### config.mk
export PLATFORM = sky130hd
export DESIGN_NAME = asp_port
export DESIGN_NICKNAME = d
export VERILOG_FILES = /design/src/logic/asp_pkg.sv /design/src/logic/asp_fifo.sv /design/src/logic/asp_port.sv
export SDC_FILE = /design/constraint.sdc
export NUM_CORES = 1
export LEC_CHECK = 0
export BUFFER_PORTS_ARGS = -buffer_cell sky130_fd_sc_hd__buf_2
export CORE_UTILIZATION = 43
export CTS_BUF_LIST = sky130_fd_sc_hd__clkbuf_4 sky130_fd_sc_hd__clkbuf_8
export DETAILED_ROUTE_END_ITERATION = 12
export GPL_TIMING_DRIVEN = 0
export RECOVER_POWER = 25
export SYNTH_ARGS = -nofsm -noshare
export SYNTH_HDL_FRONTEND = slang
export SYNTH_SLANG_ARGS = --single-unit
### constraint.sdc
create_clock -name core_clk -period 4.33 [get_ports core_clk]
set_input_delay 0.2165 -clock core_clk [delete_from_list [all_inputs] [get_ports core_clk]]
set_output_delay 0.2165 -clock core_clk [all_outputs]
set_load 0.05 [all_outputs]
### src/logic/asp_pkg.sv
// Constants and types shared by the serial port block and its testbench
package asp_pkg;
	// ********************************
	// Register select codes
	// ********************************
	localparam logic [1:0] RS_COMM = 2'h0;
	localparam logic [1:0] RS_SETUP = 2'h1;
	localparam logic [1:0] RS_TEST = 2'h2;
	localparam logic [1:0] RS_DATA = 2'h3;
	// Communications byte field positions
	localparam int COMM_WEN_BIT = 7;
	localparam int COMM_RS_HI = 5;
	localparam int COMM_RS_LO = 4;
	localparam int COMM_RW_BIT = 3;
	localparam int COMM_STBY_BIT = 2;
	// ********************************
	// Widths and reset values
	// ********************************
	localparam int WORD_W = 16;
	localparam int FIFO_DEPTH = 8;
	localparam logic [7:0] COMM_RST = 8'h00;
	localparam logic [7:0] SETUP_RST = 8'h00;
	localparam logic [15:0] DATA_RST = 16'h0000;
	localparam logic [4:0] BYTE_LAST = 5'h07;
	localparam logic [4:0] WORD_LAST = 5'h0f;
	// ********************************
	// Timing
	// ********************************
	localparam int CLK_NS = 100;
	localparam int MCLK_NS = 100;
	localparam int HOLD_MCLK = 500;
	localparam int HOLD_NS = HOLD_MCLK * MCLK_NS;
	localparam int HOLD_CYC = (HOLD_NS + CLK_NS - 1) / CLK_NS;
	localparam logic [8:0] HOLD_LAST = 9'(HOLD_CYC - 1);
	localparam int ONES_LIMIT = 32;
	localparam logic [4:0] ONES_LAST = 5'(ONES_LIMIT - 1);
	// ********************************
	// State types
	// ********************************
	typedef enum logic [1:0] {
		M_COMM = 2'b00,
		M_WR = 2'b01,
		M_RD = 2'b10
	} asp_mode_type;
	typedef enum logic [0:0] {
		U_IDLE = 1'b0,
		U_HOLD = 1'b1
	} asp_upd_type;
endpackage

### src/logic/asp_fifo.sv
// Word FIFO between the converter and the output data register
`timescale 1ns/10ps
module asp_fifo #(
	parameter int WIDTH = 16,
	parameter int DEPTH = 8
) (
	input wire logic core_clk,
	input wire logic rst_n,
	input wire logic in_valid,
	output logic in_ready,
	input wire logic [WIDTH-1:0] in_data,
	output logic out_valid,
	input wire logic out_ready,
	output logic [WIDTH-1:0] out_data
);
	localparam int AW = $clog2(DEPTH);
	typedef struct packed {
		logic [DEPTH-1:0][WIDTH-1:0] mem;
		logic [AW-1:0] wr;
		logic [AW-1:0] rd;
		logic [AW:0] count;
	} asp_fifo_type;
	asp_fifo_type q;
	asp_fifo_type next_q;
	logic push;
	logic pull;

	// Full and empty straight from the occupancy count
	assign in_ready = (q.count != (AW+1)'(DEPTH));
	assign out_valid = (q.count != '0);
	assign out_data = q.mem[q.rd];
	assign push = in_valid & in_ready;
	assign pull = out_valid & out_ready;

	// Pointer wrap written out so any depth works
	always_comb begin
		next_q = q;
		if (push) begin
			next_q.mem[q.wr] = in_data;
			next_q.wr = (q.wr == AW'(DEPTH - 1)) ? '0 : q.wr + 1'b1;
		end
		if (pull) begin
			next_q.rd = (q.rd == AW'(DEPTH - 1)) ? '0 : q.rd + 1'b1;
		end
		next_q.count = q.count + (AW+1)'(push) - (AW+1)'(pull);
	end

	// Storage keeps its contents over reset; only pointers and count clear
	always_ff @(posedge core_clk) begin
		if (!rst_n) begin
			q.wr <= '0;
			q.rd <= '0;
			q.count <= '0;
		end else begin
			q <= next_q;
		end
	end
endmodule // asp_fifo

### src/logic/asp_port.sv
// Serial port, data-ready flag and master clock output of the converter
`timescale 1ns/10ps
// Function
// - Data-ready goes low once a new word sits in the data register.
// - Data-ready goes high after a complete data word has been read.
// - Unread data: data-ready high 500 master clocks before the next update.
// - Data-ready returns low when the data register update is done.
// - Data-ready also goes low when calibration finishes while no data register update runs or starts.
// - Chip select is active low; the port answers only while selected.
// - Chip select tied low gives a three-wire port.
// - Reset low returns all logic except the FIFO storage to its power-on state.
// - Output shifter loads from comm, setup or data register by select.
// - Input shifter moves into setup or comm register by select.
// - Master clock output is the inverted master clock input.
// - After the selected access the port awaits a comm write again.
// - 32 serial clocks with data in high reset the port sequence outside a read.
// - Select value zero addresses the comm register.
module asp_port (
	input wire logic core_clk,
	input wire logic rst_n,
	input wire logic sclk,
	input wire logic cs_n,
	input wire logic din,
	output logic dout,
	output logic dout_oe,
	output logic data_ready_n,
	input wire logic mclk_in,
	output logic mclk_out,
	input wire logic conv_valid,
	output logic conv_ready,
	input wire logic [asp_pkg::WORD_W-1:0] conv_data,
	input wire logic cal_done,
	output logic [7:0] setup_value,
	output logic [1:0] gain,
	output logic standby
);
	import asp_pkg::*;

	typedef struct packed {
		logic sclk_a;
		logic sclk_b;
		logic sclk_c;
		logic cs_a;
		logic cs_b;
		logic din_a;
		logic din_b;
		logic mclk_a;
		logic mclk_b;
		logic mclk_out;
		asp_mode_type mode;
		logic [4:0] cnt;
		logic [4:0] ones;
		logic [7:0] sh_in;
		logic [15:0] sh_out;
		logic [7:0] comm;
		logic [7:0] setup;
		logic [15:0] data;
		logic data_ready_n_n;
		asp_upd_type upd;
		logic [8:0] hold;
	} asp_state_type;

	asp_state_type q;
	asp_state_type next_q;
	logic rise;
	logic fall;
	logic [7:0] wr_byte;
	logic [1:0] sel;
	logic [4:0] rd_last;
	logic pop;
	logic rd_done;
	logic fifo_valid;
	logic [WORD_W-1:0] fifo_data;

	// ********************************
	// Word buffer from the converter
	// ********************************
	asp_fifo #(
		.WIDTH(WORD_W),
		.DEPTH(FIFO_DEPTH)
	) u_fifo (
		.core_clk(core_clk),
		.rst_n(rst_n),
		.in_valid(conv_valid),
		.in_ready(conv_ready),
		.in_data(conv_data),
		.out_valid(fifo_valid),
		.out_ready(pop),
		.out_data(fifo_data)
	);

	// Register image shifted out for a given select code
	function automatic logic [15:0] sel_word(
		input logic [1:0] s,
		input logic [7:0] comm,
		input logic [7:0] setup,
		input logic [15:0] data,
		input logic data_ready_n_n
	);
		case (s)
			RS_COMM: sel_word = {data_ready_n_n, comm[6:0], 8'h00};
			RS_SETUP: sel_word = {setup, 8'h00};
			RS_DATA: sel_word = data;
			default: sel_word = 16'h0000;
		endcase
	endfunction

	// Edges only count while selected; deselect freezes the position
	assign rise = q.sclk_b & ~q.sclk_c & ~q.cs_b;
	assign fall = ~q.sclk_b & q.sclk_c & ~q.cs_b;
	assign wr_byte = {q.sh_in[6:0], q.din_b};
	assign sel = q.comm[COMM_RS_HI:COMM_RS_LO];
	assign rd_last = (sel == RS_DATA) ? WORD_LAST : BYTE_LAST;

	// ********************************
	// Next-state logic
	// ********************************
	always_comb begin
		next_q = q;
		pop = 1'b0;
		rd_done = 1'b0;
		// Pins cross in two flops; the first is read by nothing else
		next_q.sclk_a = sclk;
		next_q.sclk_b = q.sclk_a;
		next_q.sclk_c = q.sclk_b;
		next_q.cs_a = cs_n;
		next_q.cs_b = q.cs_a;
		next_q.din_a = din;
		next_q.din_b = q.din_a;
		next_q.mclk_a = mclk_in;
		next_q.mclk_b = q.mclk_a;
		next_q.mclk_out = ~q.mclk_b;
		// Port samples the data input on rising serial clock edges
		if (rise) begin
			next_q.sh_in = wr_byte;
			next_q.cnt = q.cnt + 5'h01;
			next_q.ones = (q.din_b && q.mode != M_RD) ?
				q.ones + 5'h01 : 5'h00;
			case (q.mode)
				M_COMM: begin
					if (q.cnt == BYTE_LAST) begin
						next_q.cnt = 5'h00;
						// A set top bit is not a valid comm write
						if (!wr_byte[COMM_WEN_BIT]) begin
							next_q.comm = wr_byte;
							if (wr_byte[COMM_RW_BIT]) begin
								next_q.mode = M_RD;
								next_q.sh_out = sel_word(
									wr_byte[COMM_RS_HI:COMM_RS_LO],
									wr_byte, q.setup, q.data, q.data_ready_n_n);
							end else if (wr_byte[COMM_RS_HI:COMM_RS_LO]
								!= RS_COMM) begin
								next_q.mode = M_WR;
							end
						end
					end
				end
				M_WR: begin
					if (q.cnt == BYTE_LAST) begin
						next_q.cnt = 5'h00;
						next_q.mode = M_COMM;
						if (sel == RS_SETUP) begin
							next_q.setup = wr_byte;
						end
					end
				end
				M_RD: begin
					if (q.cnt == rd_last) begin
						next_q.cnt = 5'h00;
						next_q.mode = M_COMM;
						rd_done = (sel == RS_DATA);
					end
				end
				default: begin
					next_q.mode = M_COMM;
				end
			endcase
			// Long run of ones parks the port at the start while it lasts
			if (q.din_b && q.mode != M_RD && q.ones == ONES_LAST) begin
				next_q.mode = M_COMM;
				next_q.cnt = 5'h00;
				next_q.ones = ONES_LAST;
			end
		end
		// Output moves on falling edges, but not the one after loading
		if (fall && q.mode == M_RD && q.cnt != 5'h00) begin
			next_q.sh_out = {q.sh_out[14:0], 1'b0};
		end
		// A finished data read raises the flag
		if (rd_done) begin
			next_q.data_ready_n_n = 1'b1;
		end
		// Data register update; an idle start waits out a read, the load at the end of a hold does not
		case (q.upd)
			U_IDLE: begin
				if (fifo_valid && q.mode != M_RD) begin
					if (!q.data_ready_n_n) begin
						next_q.upd = U_HOLD;
						next_q.hold = HOLD_LAST;
						next_q.data_ready_n_n = 1'b1;
					end else begin
						pop = 1'b1;
					end
				end else if (cal_done) begin
					next_q.data_ready_n_n = 1'b0;
				end
			end
			U_HOLD: begin
				if (q.hold == 9'h000) begin
					pop = 1'b1;
					next_q.upd = U_IDLE;
				end else begin
					next_q.hold = q.hold - 9'h001;
				end
			end
			default: begin
				next_q.upd = U_IDLE;
			end
		endcase
		// Loading wins over a read-done clear in the same cycle
		if (pop) begin
			next_q.data = fifo_data;
			next_q.data_ready_n_n = 1'b0;
		end
	end

	// ********************************
	// State register
	// ********************************
	// Reset brings every part back to power-on values
	always_ff @(posedge core_clk) begin
		if (!rst_n) begin
			q <= '0;
			q.mode <= M_COMM;
			q.upd <= U_IDLE;
			q.comm <= COMM_RST;
			q.setup <= SETUP_RST;
			q.data <= DATA_RST;
			q.data_ready_n_n <= 1'b1;
			q.cs_a <= 1'b1;
			q.cs_b <= 1'b1;
			q.sclk_a <= 1'b1; // Idle high, so no false edge follows reset
			q.sclk_b <= 1'b1;
			q.sclk_c <= 1'b1;
		end else begin
			q <= next_q;
		end
	end

	// Outputs straight from flops; pin released while deselected
	assign dout = q.sh_out[15];
	assign dout_oe = ~q.cs_b;
	assign data_ready_n = q.data_ready_n_n;
	assign mclk_out = q.mclk_out;
	assign setup_value = q.setup;
	assign gain = q.comm[1:0];
	assign standby = q.comm[COMM_STBY_BIT];
endmodule // asp_port

* After elaboration in Yosys (flattened, before gate mapping)
Cells that the tools add are included.
** Storage, ports and cells
- Logic and storage cells :: 147
- Input bits :: 24
- Output and inout bits :: 16
- Register bits after elaboration :: 225
** Cells by class
- Multiplexer cells :: 45
- Reduce and logical (&&, ||, !) cells :: 24
- Eq/ne operators :: 22
- Order comparisons :: 3
- Bitwise logic cells :: 13
- $add $sub $neg :: 7
** Operators with widths (number)
- bitwise mux 128 bit :: 1
- 2-to-1 mux 24 bit :: 3
- 2-to-1 mux 16 bit :: 4
- binary-select mux 16 bit (select 3 bit) :: 1
- demux 16 bit (select 3 bit) :: 1
- one-hot mux 16 bit (3 select lines) :: 1
- 2-to-1 mux 32 bit :: 1
- 2-to-1 mux 8 bit :: 3
- 2-to-1 mux 7 bit :: 3
- one-hot mux 10 bit (2 select lines) :: 1
- one-hot mux 5 bit (3 select lines) :: 1
- 2-to-1 mux 1 bit :: 12
- 2-to-1 mux 12 bit :: 1
- inequality test 3 bit (second input constant) :: 4
- 2-to-1 mux 11 bit :: 1
- adder 5 x 1 -> 5 bit (second input constant) :: 2
- 2-to-1 mux 10 bit :: 1
- AND reduction 5 bit :: 2
- nonzero test 2 bit :: 5
- zero test 9 bit :: 1
- 2-to-1 mux 9 bit :: 1
- subtractor 9 x 1 -> 9 bit (second input constant) :: 1
- < comparator 3 x 4 -> 1 bit (second input constant) :: 2
- inequality test 2 bit (second input constant) :: 4
- other kinds (29) :: 57

* Logic depth before layout (Yosys ltp)
- Depth in word-level cells :: 11
- Mapped depth :: 12
- Gate-level depth less buffers :: 12

* Hierarchy
From an unflattened synthesis, not the netlist that was laid out.
** Second synthesis, totals
- Cells, all modules :: 695
- Area, all modules :: 9470.3 µm²
** Modules (own cells, without submodules)
- asp_fifo :: times used 1, area an instance 5579.1 µm², cells each 264, seq. area each 4043.9 µm²
- asp_port :: times used 1, area an instance 3891.2 µm², cells each 431, seq. area each 1701.6 µm²

* Worst setup path before layout
No wires, ideal clock.
- Path type :: register -> register
- Start :: register u_fifo.q[2] (netlist name)
- End :: register u_fifo.q[10] (netlist name) (enable)
- Path buffers :: 0
- Slack :: 1.338 ns
- Data arrival time :: 2.582 ns
- Clock period less this slack :: 2.992 ns
- Stages on the path, launching flop included :: 7
- Required time :: 3.921 ns
- Library setup time :: 0.409 ns
- Cells stage by stage :: dfxtp_1 -> inv_1 -> ha_1 -> or3b_2 -> nand2_1 -> or3_1 -> nor3_1
** Between the ends
- Cells in the longest elaborated chain, start to end :: 3
** Ends and longest elaborated chain
- start: declaration :: RTL line asp_fifo.sv:23 : asp_fifo_type q;
- start signal: assignment :: RTL line asp_fifo.sv:55 : q <= next_q;
- inequality test 4 bit :: RTL line asp_fifo.sv:29 : assign in_ready = (q.count != (AW+1)'(DEPTH));
- net conv_ready :: RTL line asp_port.sv:30 : output logic conv_ready,
- AND 1 bit :: RTL line asp_fifo.sv:32 : assign push = in_valid & in_ready;
- AND reduction 2 bit (no source line)
The timed path passes the listed nets, and every way through them passes these cells.
A chain may end at the register's enable or synchronous reset.

* Final worst setup path
- Start :: register q[0] (netlist name)
- End :: register u_fifo.q[2] (netlist name)
** Between the ends
- Cells in the longest elaborated chain, start to end :: 5
** Ends and longest elaborated chain
- start: declaration :: RTL line asp_port.sv:63 : asp_state_type q;
- start signal: assignment :: RTL line asp_port.sv:246 : q <= next_q;
- zero test 9 bit :: RTL line asp_port.sv:209 : if (q.hold == 9'h000) begin
- 2-to-1 mux 1 bit :: RTL line asp_port.sv:209
- one-hot mux 1 bit (2 select lines) :: RTL line asp_port.sv:194 : case (q.upd)
- AND 1 bit :: RTL line asp_fifo.sv:33 : assign pull = out_valid & out_ready;
- net u_fifo.pull :: RTL line asp_fifo.sv:26 : logic pull;
- subtractor 4 x 1 -> 4 bit :: RTL line asp_fifo.sv:45 : next_q.count = q.count + (AW+1)'(push) - (AW+1)'(pull);
The timed path passes the listed nets, and every way through them passes these cells.

==> results.md <==
### Detailed routing
• **Routed WL** 20710 µm
• **Via density** 5.475
• **total number of vias** 6039
• **first-pass iteration count of the detailed router** 5
• **initial detailed-routing violation count** 528
• **Antenna Nets Post-Route** 0
• **wire length per cell** 18.77 µm
• **remaining routing DRC violations** 0

### Global route
• **GRT Resource Usage Total** 0.1936
• **maximum number of pins on one net before global-route repair** 13
• **initial antenna violation count** 0
• **vias in the first global route** 6065
• **Congestion Overflow GR** 0
• **wire length of the first global-routing pass** 32690 µm

### STA
• **final setup fails** 0
• **final hold viol count** 0
• **setup repair after global routing missed its margin** no
• **Final Skew** 0.02262 ns
• **max-slew violation total from the final report** 0
• **part of the cycle the worst path needs** 0.6774
• **shortest clock period the worst path allows after layout** 2.933 ns
• **slew of the pin with the lowest slew margin** 1.119 ns
• **worst max-slew margin expressed relative to the limit** 0.2475
• **Max Freq** 0.3409 GHz
• **Hold WS** 0.04587 ns
• **summed negative setup slack over all endpoints** 0 ns

### Synthesis
• **combined area of all synthesized cells** 9306 µm²
• **share of synthesized registers carrying an async set or reset** 0
• **dominant register cell in the synthesized netlist** sky130_fd_sc_hd__edfxtp_1
• **sequential share of the synthesized area** 0.6174
• **Synth Warn #** 0
• **count of different cell masters after synthesis** 68
• **flop and latch count out of synthesis** 223
• **Mapped Nets** 731
• **Syn Inst Count** 690
• **count of flip-flops with a built-in enable after synthesis** 128
• **average cell area after synthesis** 13.49 µm²

### Clock network
• **Inserted Clock Buffers** 39
• **clock tree from TritonCTS** done
• **number of setup buffers added after CTS** 0
• **clock slew seen by the registers of the worst setup and hold paths** 0.06 ns
• **# clock sinks** 223
• **number of H-tree levels** 2
• **worst skew pair latency** 0.54 ns
• **deepest clock path buffer count** 3
• **Resize count post-CTS** 0
• **CTS Root Cell** sky130_fd_sc_hd__clkbuf_8

### Placed design
• **placed wire-length estimate after detailed placement** 14200 µm
• **final weighted congestion in routability-driven placement** 0.8415
• **port buffer count** 39

### Cells and area
• **Layout Nets** 839
• **leading cell type in the layout, fill and taps excluded** sky130_fd_sc_hd__edfxtp_1
• **area growth from synthesis to final layout** 17.63%
• **commonest cells after routing, fill and taps aside** sky130_fd_sc_hd__edfxtp_1, sky130_fd_sc_hd__dfxtp_1, sky130_fd_sc_hd__nand2_1
• **fillcell total** 1795
• **diodes inserted** 0
• **layout cells sized above 1** 0.2307

### Worst setup path
• **series of cell instances along the critical path** inv_1 > ha_1 > nor4b_1 > a32oi_1 > nor2_1 > ha_1 > inv_1 > ha_1 > inv_1 > fa_1 > xor2_1 > nor2_1
• **R2R depth** 12
• **worst setup path category** flop to flop
• **first element of the critical path** q[0]
• **Worst Path Max Fanout** 5
• **R2R Path End** u_fifo.q[2]
• **reg2reg setup slack** 1.40 ns
• **Critical Path Stages** 12
• **Max stage delay on crit path** 0.46 ns
• **worst r2r src** q[0]
• **element type at the critical path end** flop
• **startpoint types** flop
• **end point of the critical path** u_fifo.q[2]
• **cell with the largest stage delay on the worst path** sky130_fd_sc_hd__nor2_1
• **Worst Path Required** 4.74 ns
• **critical path arrival** 3.34 ns
• **total buffers and inverters traversed by the critical path** 3
• **category of cells accounting for the largest share of critical-path delay** adder cells

### Power and ir drop
• **power density normalized to cell area** 534.6 nW/µm²
• **worst vdd rail ir drop** 279.2 µV
• **static leakage** 3.788 nW

### Min path
• **Min-Delay Path Class** input pin to flop

### Die
• **Die Width** 149.1 µm
• **die area** 22240 µm²
• **Initial Utilization** 0.4413
• **top-level I/O count** 40
• **die height** 149.1 µm
• **Rows** 53
• **core box area** 21090 µm²

### Flow run
• **max-cap check violation count** 0

### Status
• **result of the run** finished clean

state kept, by name, indices dropped and copies added, names as in the netlist:
name,count
gain,2
next_q,5
setup_value,8
q,66
mclk_out,1
data_ready_n,1
u_fifo.q,138
dout,1
standby,1
layout make-up:
cell class	instances	area [µm²]	share of cell area
Multi-Input combinational cell	395	3228	0.2949
Buffer	55	294.0	0.02686
Timing Repair Buffer	67	474.2	0.04332
Sequential cell	223	5746	0.5249
Inverter	17	63.81	0.005829
Clock inverter	19	137.6	0.01257
Clock buffer	52	659.4	0.06024
Tap cell	275	344.1	0.03143
cell families (layout without fill, tap and decap cells):
family / Yosys count / in the layout / share of synthesized area
buffers and inverters: 72 / 210 / 0.03845
xor gates and xnor gates: 7 / 7 / 0.006588
muxes: 72 / 72 / 0.1214
DFF: 223 / 223 / 0.6174
adders and majority gates: 17 / 17 / 0.02366
AOI/OAI and AO/OA: 106 / 106 / 0.07865
and+or+nand+nor: 193 / 193 / 0.1139
per-layer routing:
metal  vias up  GRT usage  wire length, µm
li1       2849          -                -
met1      3011     0.2480             9111
met2       147     0.3291            10310
met3        32    0.03333              816
met4         0    0.07041              471
met5         -          0                0
worst min-delay path: stages:
cell	delay (ns)
sky130_fd_sc_hd__buf_2	0.09
sky130_fd_sc_hd__a311o_1	0.16
sky130_fd_sc_hd__o21ai_0	0.07
power by group:
part / internal (W) / switching, W
clock network: 0.00107 / 0.000870
registers: 0.00240 / 0.000116
logic: 0.000605 / 0.000785
how the worst min path moves through the flow:
stage                        from       endpoint  slack [ns]  depth (start not counted)
floorplan           conv_data[10]  u_fifo.q[100]        0.32                          0
global placement            q[80]       mclk_out        0.37                          1
detailed placement          q[80]       mclk_out        0.37                          1
CTS                      cal_done   data_ready_n        0.03                          3
global route             cal_done   data_ready_n        0.06                          3
finish                   cal_done   data_ready_n        0.05                          3
cell usage after synthesis, types with 4 or more instances:
library cell	number	share of area
sky130_fd_sc_hd__o21ai_0	8	0.0043
sky130_fd_sc_hd__and2_1	8	0.0054
sky130_fd_sc_hd__nor3_1	10	0.0054
sky130_fd_sc_hd__xnor2_1	4	0.0038
sky130_fd_sc_hd__a31oi_1	5	0.0034
sky130_fd_sc_hd__o21a_1	4	0.0032
sky130_fd_sc_hd__nand3_1	17	0.0091
sky130_fd_sc_hd__ha_1	16	0.022
sky130_fd_sc_hd__nand2b_1	11	0.0074
sky130_fd_sc_hd__edfxtp_1	128	0.41
sky130_fd_sc_hd__mux2i_1	33	0.035
sky130_fd_sc_hd__nand2_1	49	0.020
sky130_fd_sc_hd__or3_1	4	0.0027
sky130_fd_sc_hd__a21oi_1	31	0.017
sky130_fd_sc_hd__a22oi_1	5	0.0040
sky130_fd_sc_hd__buf_4	12	0.0097
sky130_fd_sc_hd__dfxtp_1	95	0.20
sky130_fd_sc_hd__mux4_2	32	0.077
sky130_fd_sc_hd__nor2_1	34	0.014
sky130_fd_sc_hd__inv_1	16	0.0065
sky130_fd_sc_hd__o211ai_1	9	0.0073
sky130_fd_sc_hd__o31ai_1	16	0.013
sky130_fd_sc_hd__clkbuf_1	29	0.012
sky130_fd_sc_hd__nand4_1	25	0.017
sky130_fd_sc_hd__mux2_2	7	0.0085
sky130_fd_sc_hd__a21oi_2	10	0.0094
sky130_fd_sc_hd__buf_2	8	0.0043
what timing repair did:
item / 4_1_cts / 5_1_grt
endpoints found under the hold margin: 132 / 0
endpoints found under the setup margin: 0 / 0
hold buffers: 20 / 0
per-stage QoR:
step	area (µm²)	instances	total power [W]	utilization	setup WS [ns]
6_report	10950	1103	0.005852	0.5191	1.397
5_1_grt	10950	1103	0.006161	0.5191	1.162
4_1_cts	10970	1103	0.005925	0.5200	1.312
3_5_place_dp	9968	1012	0.003947	0.4727	1.317
3_3_place_gp	9846	1004	0.003887	0.4669	0.4812
2_1_floorplan	9306	690	0.003590	-	1.338
(Power assumes the default switching activity.)
